### config.mk
export PLATFORM = sky130hd
export DESIGN_NAME = crf_regfile
export DESIGN_NICKNAME = d
export VERILOG_FILES = /design/src/inc/crf_pkg.sv /design/src/design/crf_regfile.sv
export SDC_FILE = /design/constraint.sdc
export NUM_CORES = 1
export LEC_CHECK = 0
export ABC_CLOCK_PERIOD_IN_PS = 10000
export BUFFER_PORTS_ARGS = -buffer_cell sky130_fd_sc_hd__buf_2
export CAP_MARGIN = 5
export CORE_AREA = 5 5 202 204
export CTS_CLUSTER_DIAMETER = 150
export DETAILED_ROUTE_END_ITERATION = 16
export DIE_AREA = 0 0 207 209
export PLACE_DENSITY_LB_ADDON = 0.3
export SLEW_MARGIN = 5
export SYNTH_ARGS = -nofsm -noshare
export SYNTH_HDL_FRONTEND = slang
export SYNTH_SLANG_ARGS = --single-unit
### constraint.sdc
create_clock -name clk -period 10 [get_ports clk]
set_input_delay 2 -clock clk [delete_from_list [all_inputs] [get_ports clk]]
set_output_delay 2 -clock clk [all_outputs]
set_load 0.01 [all_outputs]
### src/inc/crf_pkg.sv
// constants, types and register map of the cpu register file
`default_nettype none
package crf_pkg;
  // ==========================================================
  // register map, byte offsets on the register bus
  localparam logic [7:0] OFS_DATA0   = 8'h00;
  localparam logic [7:0] OFS_DATA1   = 8'h04;
  localparam logic [7:0] OFS_DATA2   = 8'h08;
  localparam logic [7:0] OFS_DATA3   = 8'h0C;
  localparam logic [7:0] OFS_ADDR0   = 8'h10;
  localparam logic [7:0] OFS_ADDR1   = 8'h14;
  localparam logic [7:0] OFS_FBASE   = 8'h18;
  localparam logic [7:0] OFS_SBASE   = 8'h1C;
  localparam logic [7:0] OFS_VTB     = 8'h20;
  localparam logic [7:0] OFS_PC      = 8'h24;
  localparam logic [7:0] OFS_USP     = 8'h28;
  localparam logic [7:0] OFS_ISP     = 8'h2C;
  localparam logic [7:0] OFS_FLAGS   = 8'h30;
  localparam logic [7:0] OFS_PAIR_LO = 8'h34;
  localparam logic [7:0] OFS_PAIR_HI = 8'h38;
  localparam logic [7:0] OFS_APAIR   = 8'h3C;
  localparam logic [7:0] OFS_ACT_SP  = 8'h40;
  // ==========================================================
  // flag bit positions
  localparam int FLG_C = 0;
  localparam int FLG_D = 1;
  localparam int FLG_Z = 2;
  localparam int FLG_S = 3;
  localparam int FLG_B = 4;
  localparam int FLG_O = 5;
  localparam int FLG_I = 6;
  localparam int FLG_U = 7;
  // ==========================================================
  // values after reset
  localparam logic [15:0] RST_W16   = 16'h0000;
  localparam logic [19:0] RST_W20   = 20'h00000;
  localparam logic [10:0] RST_FLAGS = 11'h000;
  // ==========================================================
  // memory map
  localparam logic [19:0] SFR_HI   = 20'h002FF;
  localparam logic [19:0] RAM_LO   = 20'h00400;
  localparam logic [19:0] DFL_LO   = 20'h02400;
  localparam logic [19:0] DFL_HI   = 20'h02BFF;
  localparam logic [19:0] VEC_LO   = 20'h0FFDC;
  localparam logic [19:0] ROM_HI   = 20'h0FFFF;
  localparam int unsigned ROM_TOP1 = 32'h0001_0000;
  localparam logic [1:0]  RESP_OK  = 2'h0;
  localparam logic [1:0]  RESP_ERR = 2'h2;
  typedef enum logic [2:0] {
    RGN_SFR  = 3'h0,
    RGN_RAM  = 3'h1,
    RGN_DFL  = 3'h2,
    RGN_ROM  = 3'h3,
    RGN_VEC  = 3'h4,
    RGN_NONE = 3'h5
  } crf_region_e;
  typedef struct packed {
    logic        valid;
    logic        arith;
    logic        wide;
    logic        carry;
    logic        ovf;
    logic [31:0] result;
  } crf_alu_s;
  typedef struct packed {
    logic        valid;
    logic [7:0]  ofs;
    logic [3:0]  be;
    logic [31:0] data;
  } crf_wr_s;
endpackage
`default_nettype wire

### src/design/crf_regfile.sv
// cpu register file, flags and memory map decode with axi4-lite access
// Function
// - four 16-bit data registers for transfer and arithmetic.
// - first two data registers split into independently writable bytes.
// - data2:data0 and data3:data1 form 32-bit pairs.
// - two 16-bit address registers for indirect and relative addressing.
// - address1:address0 form one 32-bit address register.
// - 16-bit frame base register for frame-relative addressing.
// - 16-bit static base register for static-relative addressing.
// - 20-bit register holds vector table start address.
// - 20-bit program counter holds next instruction address.
// - user and interrupt stack pointers, stack-select flag picks one.
// - processor state lives in an 11-bit flag register.
// - carry flag takes carry, borrow or shifted-out bit.
// - zero flag set on zero arithmetic result, cleared on nonzero arithmetic result.
// - sign flag set on negative arithmetic result, cleared on non-negative arithmetic result.
// - bank-select flag picks register bank 0 or 1.
// - overflow flag set on overflow, cleared otherwise.
// - decode a 1-Mbyte space from 00000h to FFFFFh.
// - program memory ends at 0FFFFh and grows downward.
// - 0FFDCh to 0FFFFh hold the fixed vector table.
// - data flash sits at 02400h to 02BFFh.
// - internal ram starts at 00400h and grows upward.
`default_nettype none
module crf_regfile #(
  parameter int unsigned ROM_BYTES = 49152,
  parameter int unsigned RAM_BYTES = 2560
) (
  input  wire logic                clk,
  input  wire logic                rst,
  input  wire logic [7:0]          awaddr,
  input  wire logic                awvalid,
  output logic                     awready,
  input  wire logic [31:0]         wdata,
  input  wire logic [3:0]          wstrb,
  input  wire logic                wvalid,
  output logic                     wready,
  output logic [1:0]               bresp,
  output logic                     bvalid,
  input  wire logic                bready,
  input  wire logic [7:0]          araddr,
  input  wire logic                arvalid,
  output logic                     arready,
  output logic [31:0]              rdata,
  output logic [1:0]               rresp,
  output logic                     rvalid,
  input  wire logic                rready,
  input  wire crf_pkg::crf_wr_s    core_wr,
  input  wire crf_pkg::crf_alu_s   alu,
  input  wire logic                pc_adv,
  input  wire logic [2:0]          pc_len,
  input  wire logic [19:0]         mem_addr,
  output logic [31:0]              data_pair_low,
  output logic [31:0]              data_pair_high,
  output logic [31:0]              address_pair,
  output logic [15:0]              frame_base,
  output logic [15:0]              static_base,
  output logic [19:0]              vector_table_base,
  output logic [19:0]              program_counter,
  output logic [15:0]              active_sp,
  output logic [10:0]              cpu_flags,
  output logic                     bank_sel,
  output crf_pkg::crf_region_e     region
);
  // ==========================================================
  // memory map limits
  localparam int unsigned ROM_LO_I = crf_pkg::ROM_TOP1 - ROM_BYTES;
  localparam int unsigned RAM_HI_I = 32'h0000_0400 + RAM_BYTES - 1;
  localparam logic [19:0] ROM_LO   = ROM_LO_I[19:0];
  localparam logic [19:0] RAM_HI   = RAM_HI_I[19:0];

  if (ROM_BYTES == 0 || ROM_LO_I <= 32'h0000_2BFF) begin : g_chk_rom
    $error("ROM_BYTES overlaps data flash or is zero");
  end
  if (RAM_BYTES == 0 || RAM_HI_I >= 32'h0000_2400) begin : g_chk_ram
    $error("RAM_BYTES overlaps data flash or is zero");
  end

  // ==========================================================
  // storage
  logic [15:0] data_register_0;
  logic [15:0] data_register_1;
  logic [15:0] data_register_2;
  logic [15:0] data_register_3;
  logic [15:0] address_register_0;
  logic [15:0] address_register_1;
  logic [15:0] user_stack_pointer;
  logic [15:0] interrupt_stack_pointer;
  logic        aw_full;
  logic        w_full;
  logic [7:0]  awaddr_q;
  logic [31:0] wdata_q;
  logic [3:0]  wstrb_q;
  logic        axi_do;
  logic        rd_hit;
  logic [31:0] rd_data;
  logic        alu_zero;
  logic        alu_neg;
  crf_pkg::crf_wr_s wsel;

  assign data_pair_low  = {data_register_2, data_register_0};
  assign data_pair_high = {data_register_3, data_register_1};
  assign address_pair   = {address_register_1, address_register_0};
  assign bank_sel       = cpu_flags[crf_pkg::FLG_B];

  // ==========================================================
  // helpers
  function automatic logic mapped(input logic [7:0] a);
    return (a[1:0] == 2'h0) && (a <= crf_pkg::OFS_ACT_SP);
  endfunction

  function automatic logic wr_on(input logic [7:0] a);
    return wsel.valid && (wsel.ofs == a);
  endfunction

  function automatic logic [15:0] m16(input logic [15:0] o,
                                      input logic [15:0] d,
                                      input logic [1:0]  be);
    return {be[1] ? d[15:8] : o[15:8], be[0] ? d[7:0] : o[7:0]};
  endfunction

  function automatic logic [19:0] m20(input logic [19:0] o,
                                      input logic [19:0] d,
                                      input logic [2:0]  be);
    return {be[2] ? d[19:16] : o[19:16], m16(o[15:0], d[15:0], be[1:0])};
  endfunction

  // ==========================================================
  // write port: the core wins, the bus write waits
  assign axi_do = aw_full && w_full && !bvalid && !core_wr.valid;

  always_comb begin
    wsel = core_wr;
    if (!core_wr.valid) begin
      wsel.valid = axi_do && mapped(awaddr_q);
      wsel.ofs   = awaddr_q;
      wsel.be    = wstrb_q;
      wsel.data  = wdata_q;
    end
  end

  // ==========================================================
  // axi4-lite write channels
  always_ff @(posedge clk or posedge rst) begin
    if (rst) begin
      aw_full  <= 1'b0;
      awready  <= 1'b0;
      awaddr_q <= 8'h00;
    end else if (awvalid && awready) begin
      aw_full  <= 1'b1;
      awready  <= 1'b0;
      awaddr_q <= awaddr;
    end else if (bvalid && bready) begin
      aw_full  <= 1'b0;
      awready  <= 1'b1;
    end else if (!aw_full) begin
      awready  <= 1'b1;
    end
  end

  always_ff @(posedge clk or posedge rst) begin
    if (rst) begin
      w_full  <= 1'b0;
      wready  <= 1'b0;
      wdata_q <= 32'h0000_0000;
      wstrb_q <= 4'h0;
    end else if (wvalid && wready) begin
      w_full  <= 1'b1;
      wready  <= 1'b0;
      wdata_q <= wdata;
      wstrb_q <= wstrb;
    end else if (bvalid && bready) begin
      w_full  <= 1'b0;
      wready  <= 1'b1;
    end else if (!w_full) begin
      wready  <= 1'b1;
    end
  end

  always_ff @(posedge clk or posedge rst) begin
    if (rst) begin
      bvalid <= 1'b0;
      bresp  <= crf_pkg::RESP_OK;
    end else if (axi_do) begin
      bvalid <= 1'b1;
      bresp  <= mapped(awaddr_q) ? crf_pkg::RESP_OK : crf_pkg::RESP_ERR;
    end else if (bready) begin
      bvalid <= 1'b0;
    end
  end

  // ==========================================================
  // axi4-lite read channels
  always_comb begin
    rd_hit  = mapped(araddr);
    rd_data = 32'h0000_0000;
    case (araddr)
      crf_pkg::OFS_DATA0:   rd_data[15:0] = data_register_0;
      crf_pkg::OFS_DATA1:   rd_data[15:0] = data_register_1;
      crf_pkg::OFS_DATA2:   rd_data[15:0] = data_register_2;
      crf_pkg::OFS_DATA3:   rd_data[15:0] = data_register_3;
      crf_pkg::OFS_ADDR0:   rd_data[15:0] = address_register_0;
      crf_pkg::OFS_ADDR1:   rd_data[15:0] = address_register_1;
      crf_pkg::OFS_FBASE:   rd_data[15:0] = frame_base;
      crf_pkg::OFS_SBASE:   rd_data[15:0] = static_base;
      crf_pkg::OFS_VTB:     rd_data[19:0] = vector_table_base;
      crf_pkg::OFS_PC:      rd_data[19:0] = program_counter;
      crf_pkg::OFS_USP:     rd_data[15:0] = user_stack_pointer;
      crf_pkg::OFS_ISP:     rd_data[15:0] = interrupt_stack_pointer;
      crf_pkg::OFS_FLAGS:   rd_data[10:0] = cpu_flags;
      crf_pkg::OFS_PAIR_LO: rd_data = data_pair_low;
      crf_pkg::OFS_PAIR_HI: rd_data = data_pair_high;
      crf_pkg::OFS_APAIR:   rd_data = address_pair;
      crf_pkg::OFS_ACT_SP:  rd_data[15:0] = active_sp;
      default:              rd_data = 32'h0000_0000;
    endcase
  end

  always_ff @(posedge clk or posedge rst) begin
    if (rst) begin
      arready <= 1'b0;
      rvalid  <= 1'b0;
      rdata   <= 32'h0000_0000;
      rresp   <= crf_pkg::RESP_OK;
    end else if (arvalid && arready) begin
      arready <= 1'b0;
      rvalid  <= 1'b1;
      rdata   <= rd_data;
      rresp   <= rd_hit ? crf_pkg::RESP_OK : crf_pkg::RESP_ERR;
    end else if (rvalid && rready) begin
      rvalid  <= 1'b0;
      arready <= 1'b1;
    end else if (!rvalid) begin
      arready <= 1'b1;
    end
  end

  // ==========================================================
  // data, address and base registers
  always_ff @(posedge clk or posedge rst) begin
    if (rst) begin
      data_register_0    <= crf_pkg::RST_W16;
      data_register_1    <= crf_pkg::RST_W16;
      data_register_2    <= crf_pkg::RST_W16;
      data_register_3    <= crf_pkg::RST_W16;
      address_register_0 <= crf_pkg::RST_W16;
      address_register_1 <= crf_pkg::RST_W16;
      frame_base         <= crf_pkg::RST_W16;
      static_base        <= crf_pkg::RST_W16;
      vector_table_base  <= crf_pkg::RST_W20;
    end else begin
      // byte lanes merge, so one half survives a byte write
      if (wr_on(crf_pkg::OFS_DATA0) || wr_on(crf_pkg::OFS_PAIR_LO)) begin
        data_register_0 <= m16(data_register_0, wsel.data[15:0],
                               wsel.be[1:0]);
      end
      if (wr_on(crf_pkg::OFS_DATA1) || wr_on(crf_pkg::OFS_PAIR_HI)) begin
        data_register_1 <= m16(data_register_1, wsel.data[15:0],
                               wsel.be[1:0]);
      end
      if (wr_on(crf_pkg::OFS_DATA2)) begin
        data_register_2 <= m16(data_register_2, wsel.data[15:0],
                               wsel.be[1:0]);
      end else if (wr_on(crf_pkg::OFS_PAIR_LO)) begin
        data_register_2 <= m16(data_register_2, wsel.data[31:16],
                               wsel.be[3:2]);
      end
      if (wr_on(crf_pkg::OFS_DATA3)) begin
        data_register_3 <= m16(data_register_3, wsel.data[15:0],
                               wsel.be[1:0]);
      end else if (wr_on(crf_pkg::OFS_PAIR_HI)) begin
        data_register_3 <= m16(data_register_3, wsel.data[31:16],
                               wsel.be[3:2]);
      end
      if (wr_on(crf_pkg::OFS_ADDR0) || wr_on(crf_pkg::OFS_APAIR)) begin
        address_register_0 <= m16(address_register_0, wsel.data[15:0],
                                  wsel.be[1:0]);
      end
      if (wr_on(crf_pkg::OFS_ADDR1)) begin
        address_register_1 <= m16(address_register_1, wsel.data[15:0],
                                  wsel.be[1:0]);
      end else if (wr_on(crf_pkg::OFS_APAIR)) begin
        address_register_1 <= m16(address_register_1, wsel.data[31:16],
                                  wsel.be[3:2]);
      end
      if (wr_on(crf_pkg::OFS_FBASE)) begin
        frame_base <= m16(frame_base, wsel.data[15:0],
                          wsel.be[1:0]);
      end
      if (wr_on(crf_pkg::OFS_SBASE)) begin
        static_base <= m16(static_base, wsel.data[15:0],
                           wsel.be[1:0]);
      end
      if (wr_on(crf_pkg::OFS_VTB)) begin
        vector_table_base <= m20(vector_table_base, wsel.data[19:0],
                                 wsel.be[2:0]);
      end
    end
  end

  // ==========================================================
  // program counter: a write beats the advance
  always_ff @(posedge clk or posedge rst) begin
    if (rst) begin
      program_counter <= crf_pkg::RST_W20;
    end else if (wr_on(crf_pkg::OFS_PC)) begin
      program_counter <= m20(program_counter, wsel.data[19:0],
                             wsel.be[2:0]);
    end else if (pc_adv) begin
      program_counter <= program_counter + {17'h00000, pc_len};
    end
  end

  // ==========================================================
  // stack pointers; the active alias writes the selected one
  always_ff @(posedge clk or posedge rst) begin
    if (rst) begin
      user_stack_pointer      <= crf_pkg::RST_W16;
      interrupt_stack_pointer <= crf_pkg::RST_W16;
    end else begin
      if (wr_on(crf_pkg::OFS_USP) || (wr_on(crf_pkg::OFS_ACT_SP)
          && cpu_flags[crf_pkg::FLG_U])) begin
        user_stack_pointer <= m16(user_stack_pointer, wsel.data[15:0],
                                  wsel.be[1:0]);
      end
      if (wr_on(crf_pkg::OFS_ISP) || (wr_on(crf_pkg::OFS_ACT_SP)
          && !cpu_flags[crf_pkg::FLG_U])) begin
        interrupt_stack_pointer <= m16(interrupt_stack_pointer,
                                       wsel.data[15:0],
                                       wsel.be[1:0]);
      end
    end
  end

  always_ff @(posedge clk or posedge rst) begin
    if (rst) begin
      active_sp <= crf_pkg::RST_W16;
    end else begin
      active_sp <= cpu_flags[crf_pkg::FLG_U] ? user_stack_pointer
                                             : interrupt_stack_pointer;
    end
  end

  // ==========================================================
  // flags: alu results override a same-cycle write
  assign alu_zero = alu.wide ? (alu.result == 32'h0000_0000)
                             : (alu.result[15:0] == 16'h0000);
  assign alu_neg  = alu.wide ? alu.result[31] : alu.result[15];

  always_ff @(posedge clk or posedge rst) begin
    if (rst) begin
      cpu_flags <= crf_pkg::RST_FLAGS;
    end else begin
      if (wr_on(crf_pkg::OFS_FLAGS)) begin
        cpu_flags <= {wsel.be[1] ? wsel.data[10:8] : cpu_flags[10:8],
                      wsel.be[0] ? wsel.data[7:0]
                                 : cpu_flags[7:0]};
      end
      if (alu.valid) begin
        cpu_flags[crf_pkg::FLG_C] <= alu.carry;
        cpu_flags[crf_pkg::FLG_O] <= alu.ovf;
        if (alu.arith) begin
          cpu_flags[crf_pkg::FLG_Z] <= alu_zero;
          cpu_flags[crf_pkg::FLG_S] <= alu_neg;
        end
      end
    end
  end

  // ==========================================================
  // memory map decode of the full 20-bit space
  always_ff @(posedge clk or posedge rst) begin
    if (rst) begin
      region <= crf_pkg::RGN_NONE;
    end else if (mem_addr <= crf_pkg::SFR_HI) begin
      region <= crf_pkg::RGN_SFR;
    end else if (mem_addr >= crf_pkg::RAM_LO && mem_addr <= RAM_HI) begin
      region <= crf_pkg::RGN_RAM;
    end else if (mem_addr >= crf_pkg::DFL_LO
                 && mem_addr <= crf_pkg::DFL_HI) begin
      region <= crf_pkg::RGN_DFL;
    end else if (mem_addr >= crf_pkg::VEC_LO
                 && mem_addr <= crf_pkg::ROM_HI) begin
      region <= crf_pkg::RGN_VEC;
    end else if (mem_addr >= ROM_LO && mem_addr <= crf_pkg::ROM_HI) begin
      region <= crf_pkg::RGN_ROM;
    end else begin
      region <= crf_pkg::RGN_NONE;
    end
  end
endmodule
`default_nettype wire

==> results.md, run 1 <==
- Status: finished clean
- DR WL/cell: around 29 µm
- First-pass GRT wire length: 100,000 µm
- Worst hold endpoint: rdata[14]
- Worst min path class: reg2reg
- CP max-delay cell: nor3_4
- Cell internal pwr: 3060 µW
- Cell count after synthesis: around 1,400
- DP Cell Count: 2,314
- Resized cells post-CTS: 0
- Post-CTS Setup Bufs: 0
- Crit path time final: 5.22 ns
- Pwr per Cell Area: between 200 and 250 nW/µm²
- Antenna violations before repair: 2
- Hold Path Stages: 1
- Initial DRC Count: 1,778
- Sequential share of power: 41.1%
- Fin. Hold Viols: 0
- Largest net degree at the start of global routing: 162
- I/O Buffers: 400
- Final period util: 52.2%
- Clk slew on worst S/H paths: roughly 0.060 ns
- R2r worst-path depth: 5
- Worst-path fanout max: 56
- GRT busiest layer: met2
- Ports: 405
- Power Total: 4850 µW
- Grt met3 use: 8.65%
- Non-Filler Instances: 2,383
- Layout Nets: 1,997
- Comb power frac: 29.0%
- CP delay by family, top: simple AND/OR/NAND/NOR gates
- Detail-routed via count per cell: 6.25
- Initial Utilization: 41.9%
- CP Launch Point: core_wr[44]
- Final setup violation count: 0
- Final Util: 51.8%
- P&R area growth vs syn: 23.5%
- GR Overflow Total: 0
- Reg-to-Reg Start: awaddr_q[2]
- Final WL: 68,400 µm
- YS warnings: 0
- VDD IR-drop max: 0.000123 V
- DRC viols: 0
- CTS tree: yes
- Critical path capture point type: flop
- Routability cong.: 0.945
- Worst hold start: rdata[14]
- Seq cells post-synth: 315
- Root buf cell: clkbuf_16
- Fin area: ~20,000 µm²
- Die area: around 43,000 µm²
- FFs w/ async S/R, synth: 100%
- Achievable clock frequency: 192 MHz
- Vias: 14,900
- Critical R2R Capture: frame_base[5]
- Post-synth top area cell: dfrtp_1
- Net Sw Power: ~1800 µW
- Die Height: 209 µm
- CTS buffer count: 37
- Max Buffers Root-to-Sink: 3
- Slew Limit Fails: 0
- Ys flop type: dfrtp_1
- Placed cell area: 18,900 µm²
- Hold Buf Count CTS: 0
- Vias in the first global route: 14,900
- Antenna Nets Post-Route: 0
- Max cap viols: 0
- Reg-to-reg slack, setup: ~6.8 ns
- Die Wd: 207 µm
- RSZ-0062 raised after global routing: false
- Top cells by area, synth: dfrtp_1 (48%), mux2_2 (13%), mux2i_1 (6.4%), a21oi_1 (3.2%), nor2_1 (2.7%)
- Met2 GRT Util: 47.3%
- Critical path class: in2reg
- Seq/Total Area, Yosys: 48.1%
- # clock sinks: 315
- Mapped cell area: 16,400 µm²
- H-tree depth: 2
- Post-synth EDFFs: 0
- Critical Path, Cell by Cell: buf_4, buf_4, nor4bb_1, buf_4, o21ai_1, nor3_4, mux2i_1, mux2_2
- Leak pwr: 0.00950 µW
- Actual slew at the worst max-slew pin: 1.35 ns
- Worst Path Arrival: approximately 5.6 ns
- Floorplan row count: 73
- Startpoint Class: primary input
- Layout cells sized above 1: between 40% and 50%
- Syn Area/Cell: 11.3 µm²
- Clock skew: 0.0257 ns
- Grt met1 use: between 30% and 40%
- Library cells used by synthesis: 85
- Share of the synthesized area in the top cell type: 47.8%
- WP buf/inv: 3
- CP required: between 10 and 15 ns
- Slew margin rel.: 9.79%
- Power share of the clock group: between 20% and 30%
- Clk Latency, worst-skew pair: 0.53 ns
- CP most frequent cell: buf_4
- Setup TNS: 0 ns
- Core Region: a little under 40,000 µm²
- Max incr delay on CP: 1.08 ns
- Hpwl dp: 50,700 µm
- Pre-antenna DRT Iters: 8
- Global Route Usage Sum: 30.3%
- Sw frac: 36.9%
power by group through the flow:
stage	sequential (µW)	clock [µW]	combinational [µW]
global placement	1990	0	1380
global route	2030	1520	1510
CTS	1980	1460	1410
detailed placement	2000	0	1410
finish	1990	1450	1410
floorplan	1950	0	718
through the flow:
step | setup slack, ns | hold WS, ns
6_report | 4.78 | 0.474
3_5_place_dp | 4.33 | 0.464
4_1_cts | 4.88 | 0.478
2_1_floorplan | 3.80 | 0.457
3_3_place_gp | 4.55 | 0.455
5_1_grt | 4.70 | 0.488
cells by family (layout without fill, tap and decap cells):
group,Yosys count,count (layout),share of synthesized area [%]
fa+ha+maj,4,4,0.351
mux,303,303,20.2
compound gates,360,360,16.0
flops,315,315,48.1
simple gates,366,366,12.4
buf+inv,96,504,2.72
other cells,1,3,0.0229
xor+xnor,3,3,0.160
Yosys cell counts (all sizes together) (12+ instances only):
library cell and instances:
clkbuf 43, mux2 195, a211oi 15, a21oi 104, buf 43, a31oi 13
a22oi 30, nand3 31, nor4 30, o21a 21, nand2 73, a222oi 26
nor3 30, mux2i 105, dfrtp 313, nor2 118, nand3b 13, o211ai 12
o21ai 32
cells in the final DEF (no fill, tap or decap), types with 8 or more instances in the layout:
cell type and count:
a221oi_1 11, clkbuf_8 9, o21ai_0 29, nor4_1 20, nand4_1 11, inv_1 9
nand3b_1 13, a222oi_1 26, buf_4 25, o221a_2 11, a21o_1 8, nor2_1 117
a22oi_1 30, nor3b_1 10, nand3_1 29, a21oi_1 104, o32ai_1 8, dfrtp_1 313
a22o_1 10, mux2i_1 104, nor3_1 21, o21a_1 21, o211ai_1 12, mux2_2 195
a31oi_1 13, clkbuf_16 39, nand2_1 72, a211oi_1 15, buf_2 399
routing by layer:
metal  part of all wire [%]  vias to the layer above  routed length, µm
met4                    5.6                        4               3800
met3                     11                      179               7310
li1                       -                     6346                  -
met2                     45                      955              30900
met1                     39                     7404              26400
met5                  0.045                        -                 31
registers in the layout, summed over array words and instances (netlist names), 3 cells and up:
signal	count
cpu_flags	11
interrupt_stack_pointer	16
wdata_q	32
wstrb_q	4
static_base	16
data_register_1	16
program_counter	20
address_register_0	16
vector_table_base	20
region	3
data_register_3	16
data_register_2	16
active_sp	16
data_register_0	16
rdata	32
frame_base	16
address_register_1	16
awaddr_q	8
user_stack_pointer	16
worst reg2reg max path, stage by stage (launching register included):
cell	delay, ns
dfrtp_1	0.45
o41ai_4	0.49
a32o_1	0.64
nand3_1	0.23
nor3_2	0.82
mux2_2	0.43
area by class of cell:
| class | count | area [µm²] |
|---|---|---|
| diodes | 1 | 2.50 |
| clock buffers | 54 | 1120 |
| clock inverters | 14 | 188 |
| fillers | 3647 | 18800 |
| inverters | 10 | 41.3 |
| multi-input cells | 1038 | 8120 |
| flip-flops and latches | 315 | 7890 |
| well taps | 525 | 657 |
| repair buffers | 426 | 2220 |
how the worst max path moves through the flow:
stage / to / slack, ns / depth (start not counted)
2_1_floorplan: active_sp[0] / 3.80 / 1
4_1_cts: address_register_1[0] / 4.88 / 8
5_1_grt: address_register_1[13] / 4.70 / 8
3_3_place_gp: address_register_1[11] / 4.55 / 8
6_report: address_register_1[5] / 4.78 / 8
3_5_place_dp: address_register_1[0] / 4.33 / 8
Note: power is estimated with default switching activity, not from simulation.
==> inputs of run 2 (changes only) <==
--- a/config.mk
+++ b/config.mk
@@ -5,7 +5,7 @@
 export SDC_FILE = /design/constraint.sdc
 export NUM_CORES = 1
 export LEC_CHECK = 0
-export ABC_CLOCK_PERIOD_IN_PS = 10000
+export ABC_CLOCK_PERIOD_IN_PS = 5400
 export BUFFER_PORTS_ARGS = -buffer_cell sky130_fd_sc_hd__buf_2
 export CAP_MARGIN = 5
 export CORE_AREA = 5 5 202 204
==> constraint.sdc (replaced) <==
create_clock -name clk -period 5.4 [get_ports clk]
set_input_delay 1.08 -clock clk [delete_from_list [all_inputs] [get_ports clk]]
set_output_delay 1.08 -clock clk [all_outputs]
set_load 0.01 [all_outputs]
==> results.md, run 2 (same netlist as run 1, synthesis figures left out) <==
- Status: finished clean
- Floorplan row count: 73 (unchanged)
- Resized cells post-CTS: 0 (unchanged)
- Setup TNS: 0 ns (unchanged)
- Antenna Nets Post-Route: 0 (unchanged)
- CP required: 5.82 ns (-4.59 ns)
- Pre-antenna DRT Iters: 8 (unchanged)
- Most frequent cells in the layout: buf_2 (399), dfrtp_1 (313), mux2_2 (195), nor2_1 (117)
- Clk Latency, worst-skew pair: 0.54 ns (about the same)
- Ports: 405 (unchanged)
- # fillers: 3,616 (-0.85%)
- Hold Buf Count CTS: 0 (unchanged)
- Comb power frac: 29.7% (+0.7 points)
- GR Overflow Total: 0 (unchanged)
- Critical R2R Capture: program_counter[4]
- CP max-delay cell: nor3_1
- Most common cell after layout, fill and taps aside: buf_2
- Net Sw Power: 3300 µW (+84%)
- Final Util: 51.7% (-0.083 points)
- Core Region: 39,100 µm² (unchanged)
- Leak pwr: 0.00950 µW (about the same)
- Register area: 7890 µm² (unchanged)
- Vias in the first global route: 15,000 (+0.41%)
- Max cap viols: 0 (unchanged)
- Detail-routed via count per cell: 6.32 (+1.2%)
- Die area: 43,300 µm² (unchanged)
- First-pass GRT wire length: 101,000 µm (+0.50%)
- Max Buffers Root-to-Sink: 3 (unchanged)
- Area occupied by multi-input gates: 8110 µm² (-0.18%)
- Worst min path class: in2async
- Startpoint Class: primary input
- DRC viols: 0 (unchanged)
- Worst-path fanout max: 50 (-11%)
- Routability cong.: 0.963 (+1.9%)
- Final period util: between 70% and 80%
- Slew Limit Fails: 0 (unchanged)
- Root buf cell: clkbuf_16
- Reg-to-reg slack, setup: 1.96 ns (-4.86 ns)
- CTS tree: yes
- Largest net degree at the start of global routing: 131 (-19%)
- Max incr delay on CP: 1.05 ns (-0.03 ns)
- Reg-to-Reg Start: awaddr_q[2]
- Cell internal pwr: 5540 µW (+81%)
- Post-CTS Setup Bufs: 0 (unchanged)
- Final setup violation count: 0 (unchanged)
- R2r worst-path depth: 5 (unchanged)
- DR WL/cell: 28.7 µm (-0.13%)
- Hpwl dp: 51,400 µm (+1.5%)
- Initial Utilization: 41.9% (unchanged)
- I/O Buffers: 400 (unchanged)
- Critical Path, Cell by Cell: buf_4, mux2_2, nand2_1, nor3_1, nand2_1, o221a_2
- RSZ-0062 raised after global routing: false
- Leading registers by flop count: rdata: 32 flops, wdata_q: 32 flops
- # clock sinks: 315 (unchanged)
- CTS buffer count: 36 (-2.7%)
- Actual slew at the worst max-slew pin: 1.39 ns (+0.0441 ns)
- CP delay by family, top: simple AND/OR/NAND/NOR gates
- WP buf/inv: 1 (-2)
- Clk slew on worst S/H paths: 0.06 ns (about the same)
- Final WL: 68,500 µm (+0.17%)
- Critical path capture point type: flop
- Layout Nets: 2,007 (+0.50%)
- Sequential share of power: 41.9% (+0.8 points)
- Pwr per Cell Area: 437 nW/µm² (+82%)
- VDD IR-drop max: 0.000310 V (+150%)
- CP most frequent cell: nand2_1
- Critical path class: in2reg
- Setup slack at placement: 0.831 ns (-3.50 ns)
- Vias: 15,100 (+1.5%)
- Fin. Hold Viols: 0 (unchanged)
- Sw frac: 37.3% (+0.38 points)
- Initial DRC Count: 1,543 (-13%)
- Layout cells sized above 1: 40.2% (about the same)
- Worst Path Arrival: 4.56 ns (-1.06 ns)
- Global Route Usage Sum: 30.5% (+0.17 points)
- Crit path time final: 4.14 ns
- Die Wd: 207 µm (unchanged)
- P&R area growth vs syn: 23.3%
- Achievable clock frequency: 241 MHz
- Clock skew: 0.0253 ns (-0.000427 ns)
- Die Height: 209 µm (unchanged)
- Slew margin rel.: 5.94% (-3.9 points)
- Power share of the clock group: 28.4% (-1.5 points)
- H-tree depth: 2 (unchanged)
- Antenna violations before repair: 2 (unchanged)
- PnR worst setup slack: 1.26 ns (-3.53 ns)
-- run 2: how the worst max path moves through the flow --
stage               slack (ns)  cells after the start                 end        start
floorplan                 0.12                      1        active_sp[0]          rst
global placement          0.89                      6  program_counter[7]  core_wr[44]
detailed placement        0.83                      6  program_counter[7]  core_wr[44]
CTS                       1.37                      6  program_counter[7]  core_wr[44]
global route              1.09                      6  program_counter[4]  core_wr[44]
finish                    1.26                      6  program_counter[4]  core_wr[44]
-- run 2: power groups by stage --
stage,Clock (µW),Sequential [µW],Combinational (µW)
3_3_place_gp,0,3680,2570
5_1_grt,2630,3760,2810
3_5_place_dp,0,3710,2620
2_1_floorplan,0,3610,1330
6_report,2510,3700,2630
4_1_cts,2530,3670,2630
-- run 2: final cells by class --
class	instances	area share, %
antenna	1	0.0124
clock buffer	55	5.42
timing repair buffer	437	11.4
clock inverter	9	0.570
inverter	10	0.204
sequential	315	39.0
tap	525	3.25
multi-input combinational	1038	40.1
-- run 2: worst reg2reg max path, stage by stage, from the launching register on --
cell and delay [ns]:
dfrtp_1 0.45, o41ai_4 0.49, a32oi_4 0.42, nor3_1 1.10
nand2_1 0.47, o221a_2 0.40
-- run 2: per-stage QoR --
step / instance area [µm²] / total power, µW / hold slack [ns] / cells
after floorplan: 16400 / 4940 / 0.457 / 1449
after global placement: 19000 / 6250 / 0.455 / 2325
after detailed placement: 19000 / 6330 / 0.471 / 2325
after CTS: 20200 / 8830 / 0.471 / 2389
after global routing: 20200 / 9200 / 0.480 / 2390
final: 20200 / 8830 / 0.481 / 2390
-- run 2: layer usage --
metal	track usage, %	share of wire [%]	vias to the layer above	routed length (µm)
li1	-	-	6368	-
met1	40.3	39	7528	26600
met2	48.3	46	1018	31500
met3	7.28	10	188	7070
met4	12.7	4.8	2	3290
met5	0	0.019	-	13
